--- src/verilog/gdo_pkg.sv ---
package gdo_pkg;
   // Clock and the one second tick.
   localparam int CLK_HZ = 100_000_000;
   localparam int TICK_PERIOD_S = 1;
   localparam int TICK_CYCLES_DEF = CLK_HZ * TICK_PERIOD_S;
   // Holdoff choices, printed units first, then in seconds.
   localparam int HOLD_SHORT_MIN = 10;
   localparam int HOLD_LONG_H = 8;
   localparam logic [15:0] HOLD_SHORT_S = 16'(HOLD_SHORT_MIN * 60);
   localparam logic [15:0] HOLD_LONG_S = 16'(HOLD_LONG_H * 3600);
   // Last count of each averaging period; the period in seconds is one more.
   localparam logic [12:0] AVG_QUARTZ_MAX = 13'h01FF;
   localparam logic [12:0] AVG_ATOM_UNST_MAX = 13'h07FF;
   localparam logic [12:0] AVG_ATOM_STAB_MAX = 13'h1FFF;
   // Stability index range and the step sizes that move it.
   localparam logic [3:0] IDX_MIN = 4'h4;
   localparam logic [3:0] IDX_MAX = 4'h8;
   localparam logic [15:0] STEP_SETTLED = 16'h0001;
   localparam logic [15:0] STEP_UNSETTLED = 16'h0040;
   // Register byte offsets.
   localparam logic [7:0] REG_CTRL = 8'h00;
   localparam logic [7:0] REG_STATUS = 8'h04;
   localparam logic [7:0] REG_CONTROL_VAL = 8'h08;
   localparam logic [7:0] REG_PERIOD_CNT = 8'h0C;
   localparam logic [7:0] REG_OUTAGE = 8'h10;
   localparam logic [7:0] REG_TOD = 8'h14;
   localparam logic [7:0] REG_DAY = 8'h18;
   localparam logic [7:0] REG_LEAP = 8'h1C;
   localparam logic [7:0] REG_LEAP_CTL = 8'h20;
   localparam logic [7:0] REG_PWR_TIME = 8'h24;
   localparam logic [7:0] REG_FIX_TIME = 8'h28;
   localparam logic [7:0] REG_WEEK = 8'h2C;
   localparam logic [7:0] REG_HIST_BASE = 8'h30;
   localparam logic [7:0] REG_DAILY_BASE = 8'h50;
   localparam int HIST_DEPTH = 8;
   localparam int DAILY_DEPTH = 12;
   // Control register fields and reset values.
   localparam int CTRL_HOLD_LONG = 0;
   localparam int CTRL_ATOMIC = 1;
   localparam int CTRL_LEAP_NC = 2;
   localparam int CTRL_DYN_LSB = 3;
   localparam int CTRL_GAIN_LSB = 8;
   localparam logic [3:0] GAIN_RST = 4'h4;
   localparam logic [15:0] CONTROL_VAL_RST = 16'h8000;
   // Time of day fields.
   localparam logic [4:0] LAST_HOUR = 5'h17;
   localparam logic [5:0] LAST_MIN = 6'h3B;
   localparam logic [5:0] LEAP_SEC = 6'h3C;
   localparam int DIV_STEPS = 40;
   // AXI responses.
   localparam logic [1:0] RESP_OKAY = 2'h0;
   localparam logic [1:0] RESP_SLVERR = 2'h2;
   // Receiver dynamics modes.
   typedef enum logic [1:0] {DYN_AIR, DYN_SEA, DYN_LAND, DYN_STATIC} dyn_t;
endpackage

--- src/verilog/gdo_control.sv ---
// Added by the designer: the register addresses and the AXI4-Lite slave port.
`timescale 1ns/10ps
`default_nettype none
module gdo_control
   import gdo_pkg::*;
#(
   parameter int TICK_CYCLES = TICK_CYCLES_DEF
) (
   // Clock and reset
   input wire logic clk,
   input wire logic resetn,
   // AXI4-Lite slave
   input wire logic [7:0] s_axi_awaddr,
   input wire logic s_axi_awvalid,
   output logic s_axi_awready,
   input wire logic [31:0] s_axi_wdata,
   input wire logic [3:0] s_axi_wstrb,
   input wire logic s_axi_wvalid,
   output logic s_axi_wready,
   output logic [1:0] s_axi_bresp,
   output logic s_axi_bvalid,
   input wire logic s_axi_bready,
   input wire logic [7:0] s_axi_araddr,
   input wire logic s_axi_arvalid,
   output logic s_axi_arready,
   output logic [31:0] s_axi_rdata,
   output logic [1:0] s_axi_rresp,
   output logic s_axi_rvalid,
   input wire logic s_axi_rready,
   // GPS receiver
   input wire logic gps_pps,
   input wire logic gps_fix,
   input wire logic gps_fix_3d,
   input wire logic [15:0] gps_height,
   input wire logic [15:0] gps_week,
   output logic [1:0] rx_dyn_mode,
   output logic fixed_height_nav,
   output logic [15:0] nav_height,
   // Oscillator and timing outputs
   output logic [15:0] osc_control,
   output logic tick_1hz,
   output logic [5:0] tod_sec
);
   typedef struct packed {
      logic aw_have;
      logic [7:0] aw_addr;
      logic w_have;
      logic [31:0] w_data;
      logic [3:0] w_strb;
      logic bvalid;
      logic [1:0] bresp;
      logic rvalid;
      logic [31:0] rdata;
      logic [1:0] rresp;
      logic hold_long;
      logic atomic;
      logic leap_nc;
      logic [1:0] dyn;
      logic [3:0] gain;
      logic [31:0] div;
      logic [31:0] phase;
      logic signed [31:0] acc;
      logic [12:0] cnt;
      logic [3:0] idx;
      logic [15:0] ctl;
      logic [15:0] step;
      logic [HIST_DEPTH-1:0][15:0] hist;
      logic [DAILY_DEPTH-1:0][15:0] daily;
      logic fix_d;
      logic holdover;
      logic realign_pend;
      logic [15:0] outage;
      logic [4:0] hour;
      logic [5:0] min;
      logic [5:0] sec;
      logic [15:0] day;
      logic leap_rep;
      logic leap_sched;
      logic [15:0] leap_date;
      logic [7:0] leap_new;
      logic [7:0] leap_old;
      logic pwr_taken;
      logic [20:0] pwr_stamp;
      logic [20:0] fix_stamp;
      logic [15:0] height;
      logic [39:0] dsum;
      logic [16:0] dn;
      logic dbusy;
      logic [5:0] di;
      logic [39:0] dq;
      logic [17:0] drem;
      logic [16:0] ddiv;
   } st_t;

   st_t s_r, s_nxt;

   function automatic logic [31:0] merge(input logic [31:0] old,
                                         input logic [31:0] nw,
                                         input logic [3:0] strb);
      logic [31:0] r;
      r = old;
      for (int b = 0; b < 4; b++) begin
         if (strb[b]) begin
            r[8*b +: 8] = nw[8*b +: 8];
         end
      end
      return r;
   endfunction

   function automatic logic [20:0] stamp(input st_t s);
      return {s.hour, 2'h0, s.min, 2'h0, s.sec};
   endfunction

   logic tick;
   logic loop_on;
   logic [12:0] cnt_max;
   logic signed [31:0] err;
   logic [31:0] phs;
   logic signed [31:0] step_s;
   logic [15:0] step_v;
   logic [15:0] step_mag;
   logic [15:0] holdoff_s;
   logic [31:0] rd;
   logic rd_ok;
   logic [31:0] wr;
   logic [7:0] hidx;
   logic [7:0] didx;
   logic [17:0] rtry;

   always_comb begin
      // A realign makes the tick coincide with the GPS pulse.
      tick = (s_r.div == 32'(TICK_CYCLES - 1)) ||
             (s_r.realign_pend && gps_pps);
      loop_on = gps_fix && !s_r.realign_pend;
      holdoff_s = s_r.hold_long ? HOLD_LONG_S : HOLD_SHORT_S;
      if (!s_r.atomic) begin
         cnt_max = AVG_QUARTZ_MAX;
      end else if (s_r.idx == IDX_MAX) begin
         cnt_max = AVG_ATOM_STAB_MAX;
      end else begin
         cnt_max = AVG_ATOM_UNST_MAX;
      end
      // Signed distance from the last internal tick to the GPS pulse; a
      // pulse in the tick's own cycle is aligned and counts as zero.
      phs = tick ? 32'h0 : s_r.phase + 32'h1;
      if (phs < 32'(TICK_CYCLES / 2)) begin
         err = $signed(phs);
      end else begin
         err = $signed(phs - 32'(TICK_CYCLES));
      end
      step_s = -(s_r.acc >>> s_r.gain);
      step_v = step_s[15:0];
      step_mag = step_v[15] ? 16'(-step_v) : step_v;
      hidx = 8'((s_r.aw_addr - REG_HIST_BASE) >> 2);
      didx = 8'((s_r.aw_addr - REG_DAILY_BASE) >> 2);
      rtry = {s_r.drem[16:0], s_r.dq[39]};
   end

   always_comb begin
      logic [7:0] ra;
      ra = s_axi_araddr;
      rd = 32'h0;
      rd_ok = 1'b1;
      if (ra >= REG_HIST_BASE && ra < REG_DAILY_BASE) begin
         rd = {16'h0, s_r.hist[3'((ra - REG_HIST_BASE) >> 2)]};
      end else if (ra >= REG_DAILY_BASE &&
                   ra < 8'(REG_DAILY_BASE + 4 * DAILY_DEPTH)) begin
         rd = {16'h0, s_r.daily[4'((ra - REG_DAILY_BASE) >> 2)]};
      end else begin
         case (ra)
            REG_CTRL: rd = {20'h0, s_r.gain, 3'h0, s_r.dyn, s_r.leap_nc,
                            s_r.atomic, s_r.hold_long};
            REG_STATUS: rd = {24'h0, s_r.idx, s_r.leap_sched,
                              s_r.realign_pend, s_r.holdover, gps_fix};
            REG_CONTROL_VAL: rd = {s_r.step, s_r.ctl};
            REG_PERIOD_CNT: rd = {19'h0, s_r.cnt};
            REG_OUTAGE: rd = {16'h0, s_r.outage};
            REG_TOD: rd = {11'h0, stamp(s_r)};
            REG_DAY: rd = {16'h0, s_r.day};
            // Offsets are hidden while nothing is scheduled.
            REG_LEAP: rd = s_r.leap_sched ? {s_r.leap_old, s_r.leap_new,
                                             s_r.leap_date} : 32'h0;
            REG_LEAP_CTL: rd = {31'h0, s_r.leap_sched};
            REG_PWR_TIME: rd = {11'h0, s_r.pwr_stamp};
            REG_FIX_TIME: rd = {11'h0, s_r.fix_stamp};
            REG_WEEK: rd = {16'h0, gps_week};
            default: rd_ok = 1'b0;
         endcase
      end
   end

   always_comb begin
      s_nxt = s_r;
      wr = 32'h0;
      // Bus slave: address and data are taken independently.
      if (s_axi_awvalid && s_axi_awready) begin
         s_nxt.aw_have = 1'b1;
         s_nxt.aw_addr = s_axi_awaddr;
      end
      if (s_axi_wvalid && s_axi_wready) begin
         s_nxt.w_have = 1'b1;
         s_nxt.w_data = s_axi_wdata;
         s_nxt.w_strb = s_axi_wstrb;
      end
      if (s_r.bvalid && s_axi_bready) begin
         s_nxt.bvalid = 1'b0;
      end
      if (s_r.rvalid && s_axi_rready) begin
         s_nxt.rvalid = 1'b0;
      end
      if (s_axi_arvalid && s_axi_arready) begin
         s_nxt.rvalid = 1'b1;
         s_nxt.rdata = rd;
         s_nxt.rresp = rd_ok ? RESP_OKAY : RESP_SLVERR;
      end

      // Divider and phase measurement.
      s_nxt.div = tick ? 32'h0 : s_r.div + 32'h1;
      s_nxt.phase = tick ? 32'h0 : s_r.phase + 32'h1;
      if (gps_pps && loop_on) begin
         s_nxt.acc = s_r.acc + err;
      end

      // Outage timing and recovery choice.
      s_nxt.fix_d = gps_fix;
      if (!gps_fix && s_r.fix_d) begin
         s_nxt.holdover = 1'b1;
         s_nxt.outage = 16'h0;
      end else if (!gps_fix && tick && s_r.outage != 16'hFFFF) begin
         s_nxt.outage = s_r.outage + 16'h1;
      end
      if (gps_fix && !s_r.fix_d) begin
         s_nxt.holdover = 1'b0;
         s_nxt.fix_stamp = stamp(s_r);
         if (s_r.outage > holdoff_s && s_r.pwr_taken) begin
            s_nxt.realign_pend = 1'b1;
         end
         // Otherwise acc is kept and the loop resumes as it was.
      end
      if (s_r.realign_pend && gps_pps) begin
         s_nxt.realign_pend = 1'b0;
         s_nxt.acc = 32'sh0;
         s_nxt.cnt = 13'h0;
      end

      // Averaging period and steering.
      if (tick && loop_on) begin
         if (s_r.cnt >= cnt_max) begin
            s_nxt.cnt = 13'h0;
            s_nxt.acc = 32'sh0;
            s_nxt.ctl = s_r.ctl + step_v;
            s_nxt.step = step_v;
            s_nxt.hist = {s_r.hist[HIST_DEPTH-2:0],
                          16'(s_r.ctl + step_v)};
            if (step_mag > STEP_UNSETTLED) begin
               s_nxt.idx = IDX_MIN;
            end else if (step_mag <= STEP_SETTLED && s_r.idx < IDX_MAX) begin
               s_nxt.idx = s_r.idx + 4'h1;
            end
         end else begin
            s_nxt.cnt = s_r.cnt + 13'h1;
         end
      end

      // Time of day with leap second handling.
      if (tick) begin
         if (!s_r.pwr_taken) begin
            s_nxt.pwr_taken = 1'b1;
            s_nxt.pwr_stamp = stamp(s_r);
         end
         s_nxt.dsum = s_r.dsum + {24'h0, s_r.ctl};
         s_nxt.dn = s_r.dn + 17'h1;
         if (s_r.leap_sched && s_r.day == s_r.leap_date &&
             s_r.hour == LAST_HOUR && s_r.min == LAST_MIN &&
             s_r.sec == LAST_MIN && !s_r.leap_rep) begin
            s_nxt.leap_rep = 1'b1;
            if (!s_r.leap_nc) begin
               s_nxt.sec = LEAP_SEC;
            end
            // Non-compliant mode leaves the count at 59 once more.
         end else if (s_r.sec >= LAST_MIN) begin
            s_nxt.sec = 6'h0;
            if (s_r.min == LAST_MIN) begin
               s_nxt.min = 6'h0;
               if (s_r.hour == LAST_HOUR) begin
                  s_nxt.hour = 5'h0;
                  s_nxt.day = s_r.day + 16'h1;
                  // Midnight closes the daily average.
                  s_nxt.dsum = {24'h0, s_r.ctl};
                  s_nxt.dn = 17'h1;
                  s_nxt.dbusy = 1'b1;
                  s_nxt.di = 6'h0;
                  s_nxt.dq = s_r.dsum + {24'h0, s_r.ctl};
                  s_nxt.ddiv = s_r.dn + 17'h1;
                  s_nxt.drem = 18'h0;
                  if (s_r.leap_rep) begin
                     s_nxt.leap_rep = 1'b0;
                     s_nxt.leap_sched = 1'b0;
                     s_nxt.leap_old = s_r.leap_new;
                  end
               end else begin
                  s_nxt.hour = s_r.hour + 5'h1;
               end
            end else begin
               s_nxt.min = s_r.min + 6'h1;
            end
         end else begin
            s_nxt.sec = s_r.sec + 6'h1;
         end
      end

      // Serial divider for the daily mean, one quotient bit per cycle.
      if (s_r.dbusy) begin
         s_nxt.di = s_r.di + 6'h1;
         if (rtry >= {1'b0, s_r.ddiv}) begin
            s_nxt.drem = rtry - {1'b0, s_r.ddiv};
            s_nxt.dq = {s_r.dq[38:0], 1'b1};
         end else begin
            s_nxt.drem = rtry;
            s_nxt.dq = {s_r.dq[38:0], 1'b0};
         end
         if (s_r.di == 6'(DIV_STEPS - 1)) begin
            s_nxt.dbusy = 1'b0;
            s_nxt.daily = {s_r.daily[DAILY_DEPTH-2:0],
                           s_nxt.dq[15:0]};
         end
      end

      // Height is captured only while a 3D fix is computing it.
      if (s_r.dyn != DYN_SEA && gps_fix_3d) begin
         s_nxt.height = gps_height;
      end

      // Register writes land last so software overrides hardware.
      if (s_r.aw_have && s_r.w_have && !s_r.bvalid) begin
         s_nxt.aw_have = 1'b0;
         s_nxt.w_have = 1'b0;
         s_nxt.bvalid = 1'b1;
         s_nxt.bresp = RESP_OKAY;
         case (s_r.aw_addr)
            REG_CTRL: begin
               wr = merge({20'h0, s_r.gain, 3'h0, s_r.dyn, s_r.leap_nc,
                           s_r.atomic, s_r.hold_long},
                          s_r.w_data, s_r.w_strb);
               s_nxt.hold_long = wr[CTRL_HOLD_LONG];
               s_nxt.atomic = wr[CTRL_ATOMIC];
               s_nxt.leap_nc = wr[CTRL_LEAP_NC];
               s_nxt.dyn = wr[CTRL_DYN_LSB +: 2];
               s_nxt.gain = wr[CTRL_GAIN_LSB +: 4];
            end
            REG_CONTROL_VAL: begin
               wr = merge({16'h0, s_r.ctl}, s_r.w_data, s_r.w_strb);
               s_nxt.ctl = wr[15:0];
            end
            REG_TOD: begin
               wr = merge({11'h0, stamp(s_r)}, s_r.w_data, s_r.w_strb);
               s_nxt.sec = wr[5:0];
               s_nxt.min = wr[13:8];
               s_nxt.hour = wr[20:16];
            end
            REG_DAY: begin
               wr = merge({16'h0, s_r.day}, s_r.w_data, s_r.w_strb);
               s_nxt.day = wr[15:0];
            end
            REG_LEAP: begin
               wr = merge({s_r.leap_old, s_r.leap_new, s_r.leap_date},
                          s_r.w_data, s_r.w_strb);
               s_nxt.leap_date = wr[15:0];
               s_nxt.leap_new = wr[23:16];
               s_nxt.leap_old = wr[31:24];
            end
            REG_LEAP_CTL: begin
               if (s_r.w_strb[0]) begin
                  s_nxt.leap_sched = s_r.w_data[0];
               end
            end
            default: begin
               if (hidx >= 8'(HIST_DEPTH) && didx >= 8'(DAILY_DEPTH) &&
                   s_r.aw_addr != REG_STATUS &&
                   s_r.aw_addr != REG_PERIOD_CNT &&
                   s_r.aw_addr != REG_OUTAGE &&
                   s_r.aw_addr != REG_PWR_TIME &&
                   s_r.aw_addr != REG_FIX_TIME &&
                   s_r.aw_addr != REG_WEEK) begin
                  s_nxt.bresp = RESP_SLVERR;
               end
            end
         endcase
      end
   end

   always_ff @(posedge clk or negedge resetn) begin
      if (!resetn) begin
         s_r <= '0;
         s_r.gain <= GAIN_RST;
         s_r.dyn <= DYN_LAND;
         s_r.idx <= IDX_MIN;
         s_r.ctl <= CONTROL_VAL_RST;
         s_r.fix_d <= 1'b0;
         s_r.holdover <= 1'b1;
      end else begin
         s_r <= s_nxt;
      end
   end

   assign s_axi_awready = !s_r.aw_have && !s_r.bvalid;
   assign s_axi_wready = !s_r.w_have && !s_r.bvalid;
   assign s_axi_bvalid = s_r.bvalid;
   assign s_axi_bresp = s_r.bresp;
   assign s_axi_arready = !s_r.rvalid;
   assign s_axi_rvalid = s_r.rvalid;
   assign s_axi_rdata = s_r.rdata;
   assign s_axi_rresp = s_r.rresp;
   assign osc_control = s_r.ctl;
   assign tick_1hz = tick;
   assign tod_sec = s_r.sec;
   assign rx_dyn_mode = s_r.dyn;
   assign fixed_height_nav = (s_r.dyn == DYN_SEA);
   assign nav_height = fixed_height_nav ? s_r.height : gps_height;
endmodule
`default_nettype wire

--- config.mk ---
export PLATFORM = sky130hd
export DESIGN_NAME = gdo_control
export DESIGN_NICKNAME = d
export VERILOG_FILES = /design/src/verilog/gdo_pkg.sv /design/src/verilog/gdo_control.sv
export SDC_FILE = /design/constraint.sdc
export NUM_CORES = 2
export LEC_CHECK = 0
export ABC_AREA = 1
export BUFFER_PORTS_ARGS = -buffer_cell sky130_fd_sc_hd__buf_4
export CORE_ASPECT_RATIO = 0.7
export CORE_MARGIN = 2
export CORE_UTILIZATION = 62
export CTS_CLUSTER_SIZE = 25
export DETAILED_ROUTE_END_ITERATION = 16
export PLACE_DENSITY = 0.8
export SLEW_MARGIN = 15
export SYNTH_ARGS = -nofsm -noshare
export SYNTH_HDL_FRONTEND = slang
export SYNTH_SLANG_ARGS = --single-unit
--- constraint.sdc ---
create_clock -name clk -period 5.9 [get_ports clk]
set_input_delay 0.885 -clock clk [delete_from_list [all_inputs] [get_ports clk]]
set_output_delay 0.885 -clock clk [all_outputs]
set_load 0.02 [all_outputs]
==> summary.txt <==
Final nets: 6262
Largest fanout of any net on the critical path: 19
Clock period minus final worst setup slack: 5.37 ns
Primary flip-flop cell chosen by synthesis mapping: dfrtp_1
Number of rows in the core area: 84
Number of ports placed on the die boundary: 177
Layout cells sized above 1: 8.22%
H-tree depth reported by CTS: 3
Run status: completed
Area grow syn2layout: 9.50%
Number of buffers added on ports: 174
Gpl congestion: 1.01
Total wire length after detailed routing: 141 mm
Post-route worst hold slack: 0.275 ns
First-pass iteration count of the detailed router: 6
Final slew viol count: 0
PD cells: 345 nW/um2
Largest delay share family, worst path: simple AND/OR/NAND/NOR gates
Global-route wire length before repair: 220 mm
Width of the die: 333 um
Setup crit start kind: register
Buffer depth of the longest clock path: 3
Post-synthesis async set-or-reset flop share: 100%
Flop and latch count out of synthesis: 830
Antenna Diode Count: 0
Element type at the critical path end: register
R2R Path Start: s_r[717]
Dpl ws: 0.343 ns
Fin util: 68.5%
Number of buffers created by CTS: 82
Worst R2R Path Depth: 29
Max Cap Viol: 0
Maximum operating frequency: 186 MHz
Start point of the critical path: s_r[717]
Largest net degree at the start of global routing: 153
Std-Cell Core Area: 75000 um2
Finished layout cell area: 51400 um2
Worst path bufs/invs: 3
Largest voltage drop on the vdd net: 370 uV
Leading cell type in the layout, fill and taps excluded: nand2_1
Starting Density: 62.5%
Period utilization: 91.0%
Overall power after layout: 17.7 mW
Largest incremental delay on the critical path: 0.38 ns
Placed cells: 6946
Overall track demand over capacity in global routing: 35.7%
Top library cells by usage in the layout, fill and taps aside: 1426 x nand2_1, 825 x dfrtp_1, 763 x inv_1
PnR worst setup slack: 0.532 ns
Via count of the first global-routing pass: 39300
Required time at the endpoint of the critical path: 6.49 ns
Worst-Skew Late Latency: 0.67 ns
TritonCTS clock tree: built
Number of standard cells in the final layout excluding fillers: 7096
Unrepaired setup endpoints after global routing: no
Last element of the critical path: s_r[677]
Setup slack of the most critical reg-to-reg path: 0.53 ns
End of the worst register-to-register path: s_r[677]
Min-delay worst type: in -> async
Floorplan die area: 77900 um2
Count of synthesis-stage warnings from yosys: 0
Logic depth of the worst setup path including buffers: 29
Post-synth EDFFs: 0
Via count of the routed design: 43200
Final Setup Violations: 0
Number of clock sinks: 830
Data arrival time of the worst path: 5.96 ns
Static leakage power: 23.9 nW
Clock-pin slew on the worst setup and hold paths: 0.06 ns
Sequential fraction of the synthesis area: 44.3%
Vias/cell: 6.09
Overflow left after global routing: 0
Worst-Margin Slew: 1.15 ns
Number of antenna violations at the first check in global routing: 3
Post-synthesis cell count: 6038
Synth cell types: 69
Vertical extent of the die: 234 um
Setup total negative slack: 0 ns
Post-DRT Antenna Nets: 0
Post-detailed-route wirelength per cell: 19.9 um
Root cell of the clock tree: clkbuf_16
Number of violations reported at the end of detailed-routing iteration 0: 5557
Dpl hpwl: 101 mm
Kind of critical path: reg -> reg
Slew Limit Headroom: 21.0%
Post-placement cell area: 48500 um2
Final hold viol count: 0
Worst clock skew: 0.0276 ns
Count of hold-fix buffers inserted at cts: 0
Post-synthesis cell area: 46900 um2
Number of fill cells in the layout: 6252
CP max stage cell: ha_1
Per-instance average area after synthesis: 7.77 um2
DRC violations left: 0
cell families after synthesis:
family	after synthesis	share of synthesized area, %
and+or+nand+nor	2407	21.8
other	1	0.00799
buffers and inverters	1097	9.44
DFF	830	44.3
AOI/OAI and AO/OA	1423	18.1
xor gates and xnor gates	142	2.65
muxes	11	0.264
adders and majority gates	127	3.45
layout make-up:
cell class                 count  area [um2]  area share, %
timing repair buffer         227        1770           3.45
inverter                     788        2960           5.76
tap                          989        1240           2.41
clock inverter                45         581           1.13
sequential                   830       20800           40.4
multi-input combinational   4112       21800           42.3
clock buffer                 105        2290           4.45
state kept, by name (all words and copies together), names as in the netlist:
name	cells
rtry	18
s_axi_bresp	1
s_r	752
s_axi_bvalid	1
rx_dyn_mode	2
s_axi_rresp	1
s_axi_rvalid	1
osc_control	16
tod_sec	6
s_axi_rdata	32
worst min-delay path by stage:
stage | start | to | cells past startpoint
finish | resetn | rtry[7] | 1
detailed placement | s_r[717] | s_r[717] | 1
global placement | s_r[717] | s_r[717] | 1
global route | resetn | rtry[7] | 1
floorplan | s_r[717] | s_r[717] | 1
CTS | resetn | rtry[7] | 1
synth_stat cells (all sizes together) (34+ instances only):
library cell  number  area (um2)
o221ai            73         639
nand2           1458        5560
nand4             76         475
nor3             103         546
a221oi            66         578
o21ai            691        3460
nand3            298        1600
buf              110         722
nor2             393        1530
a21oi            247        1240
xnor2             39         342
xor2             103         902
a32o              34         340
o211ai            62         465
dfrtp            825       20600
inv              780        2930
clkbuf           199         747
ha               123        1540
nor4              40         256
o22ai            111         694
worst reg2reg max path, delay by kind of cell, from the launching register on:
family                   cells  cell delay (ns)
AND/OR/NAND/NOR             17             2.51
AO/OA/AOI/OAI                5             0.98
adder cells (fa/ha/maj)      3             0.79
buffers and inverters        3             0.49
flip-flops                   1             0.36
XOR/XNOR                     1             0.16
layer usage:
| metal | share of wire [%] | up-vias | GRT usage (%) |
|---|---|---|---|
| met5 | 0.0064 | - | 0 |
| met4 | 3.1 | 2 | 10.9 |
| met2 | 41 | 2102 | 50.5 |
| li1 | - | 20100 | - |
| met1 | 45 | 20700 | 54.6 |
| met3 | 11 | 276 | 8.09 |
power by group:
part           internal, mW  leakage, nW  switching (mW)
logic                  1.64         11.7            3.49
registers              6.32         10.8           0.676
clock network          3.18         1.41            2.42
repair_timing:
action / 4_1_cts / 5_1_grt
buffers inserted: 0 / 0
resized for setup: 0 / 4
setup endpoints to repair: 0 / 8
No activity file was read; power rests on OpenSTA's default activity.
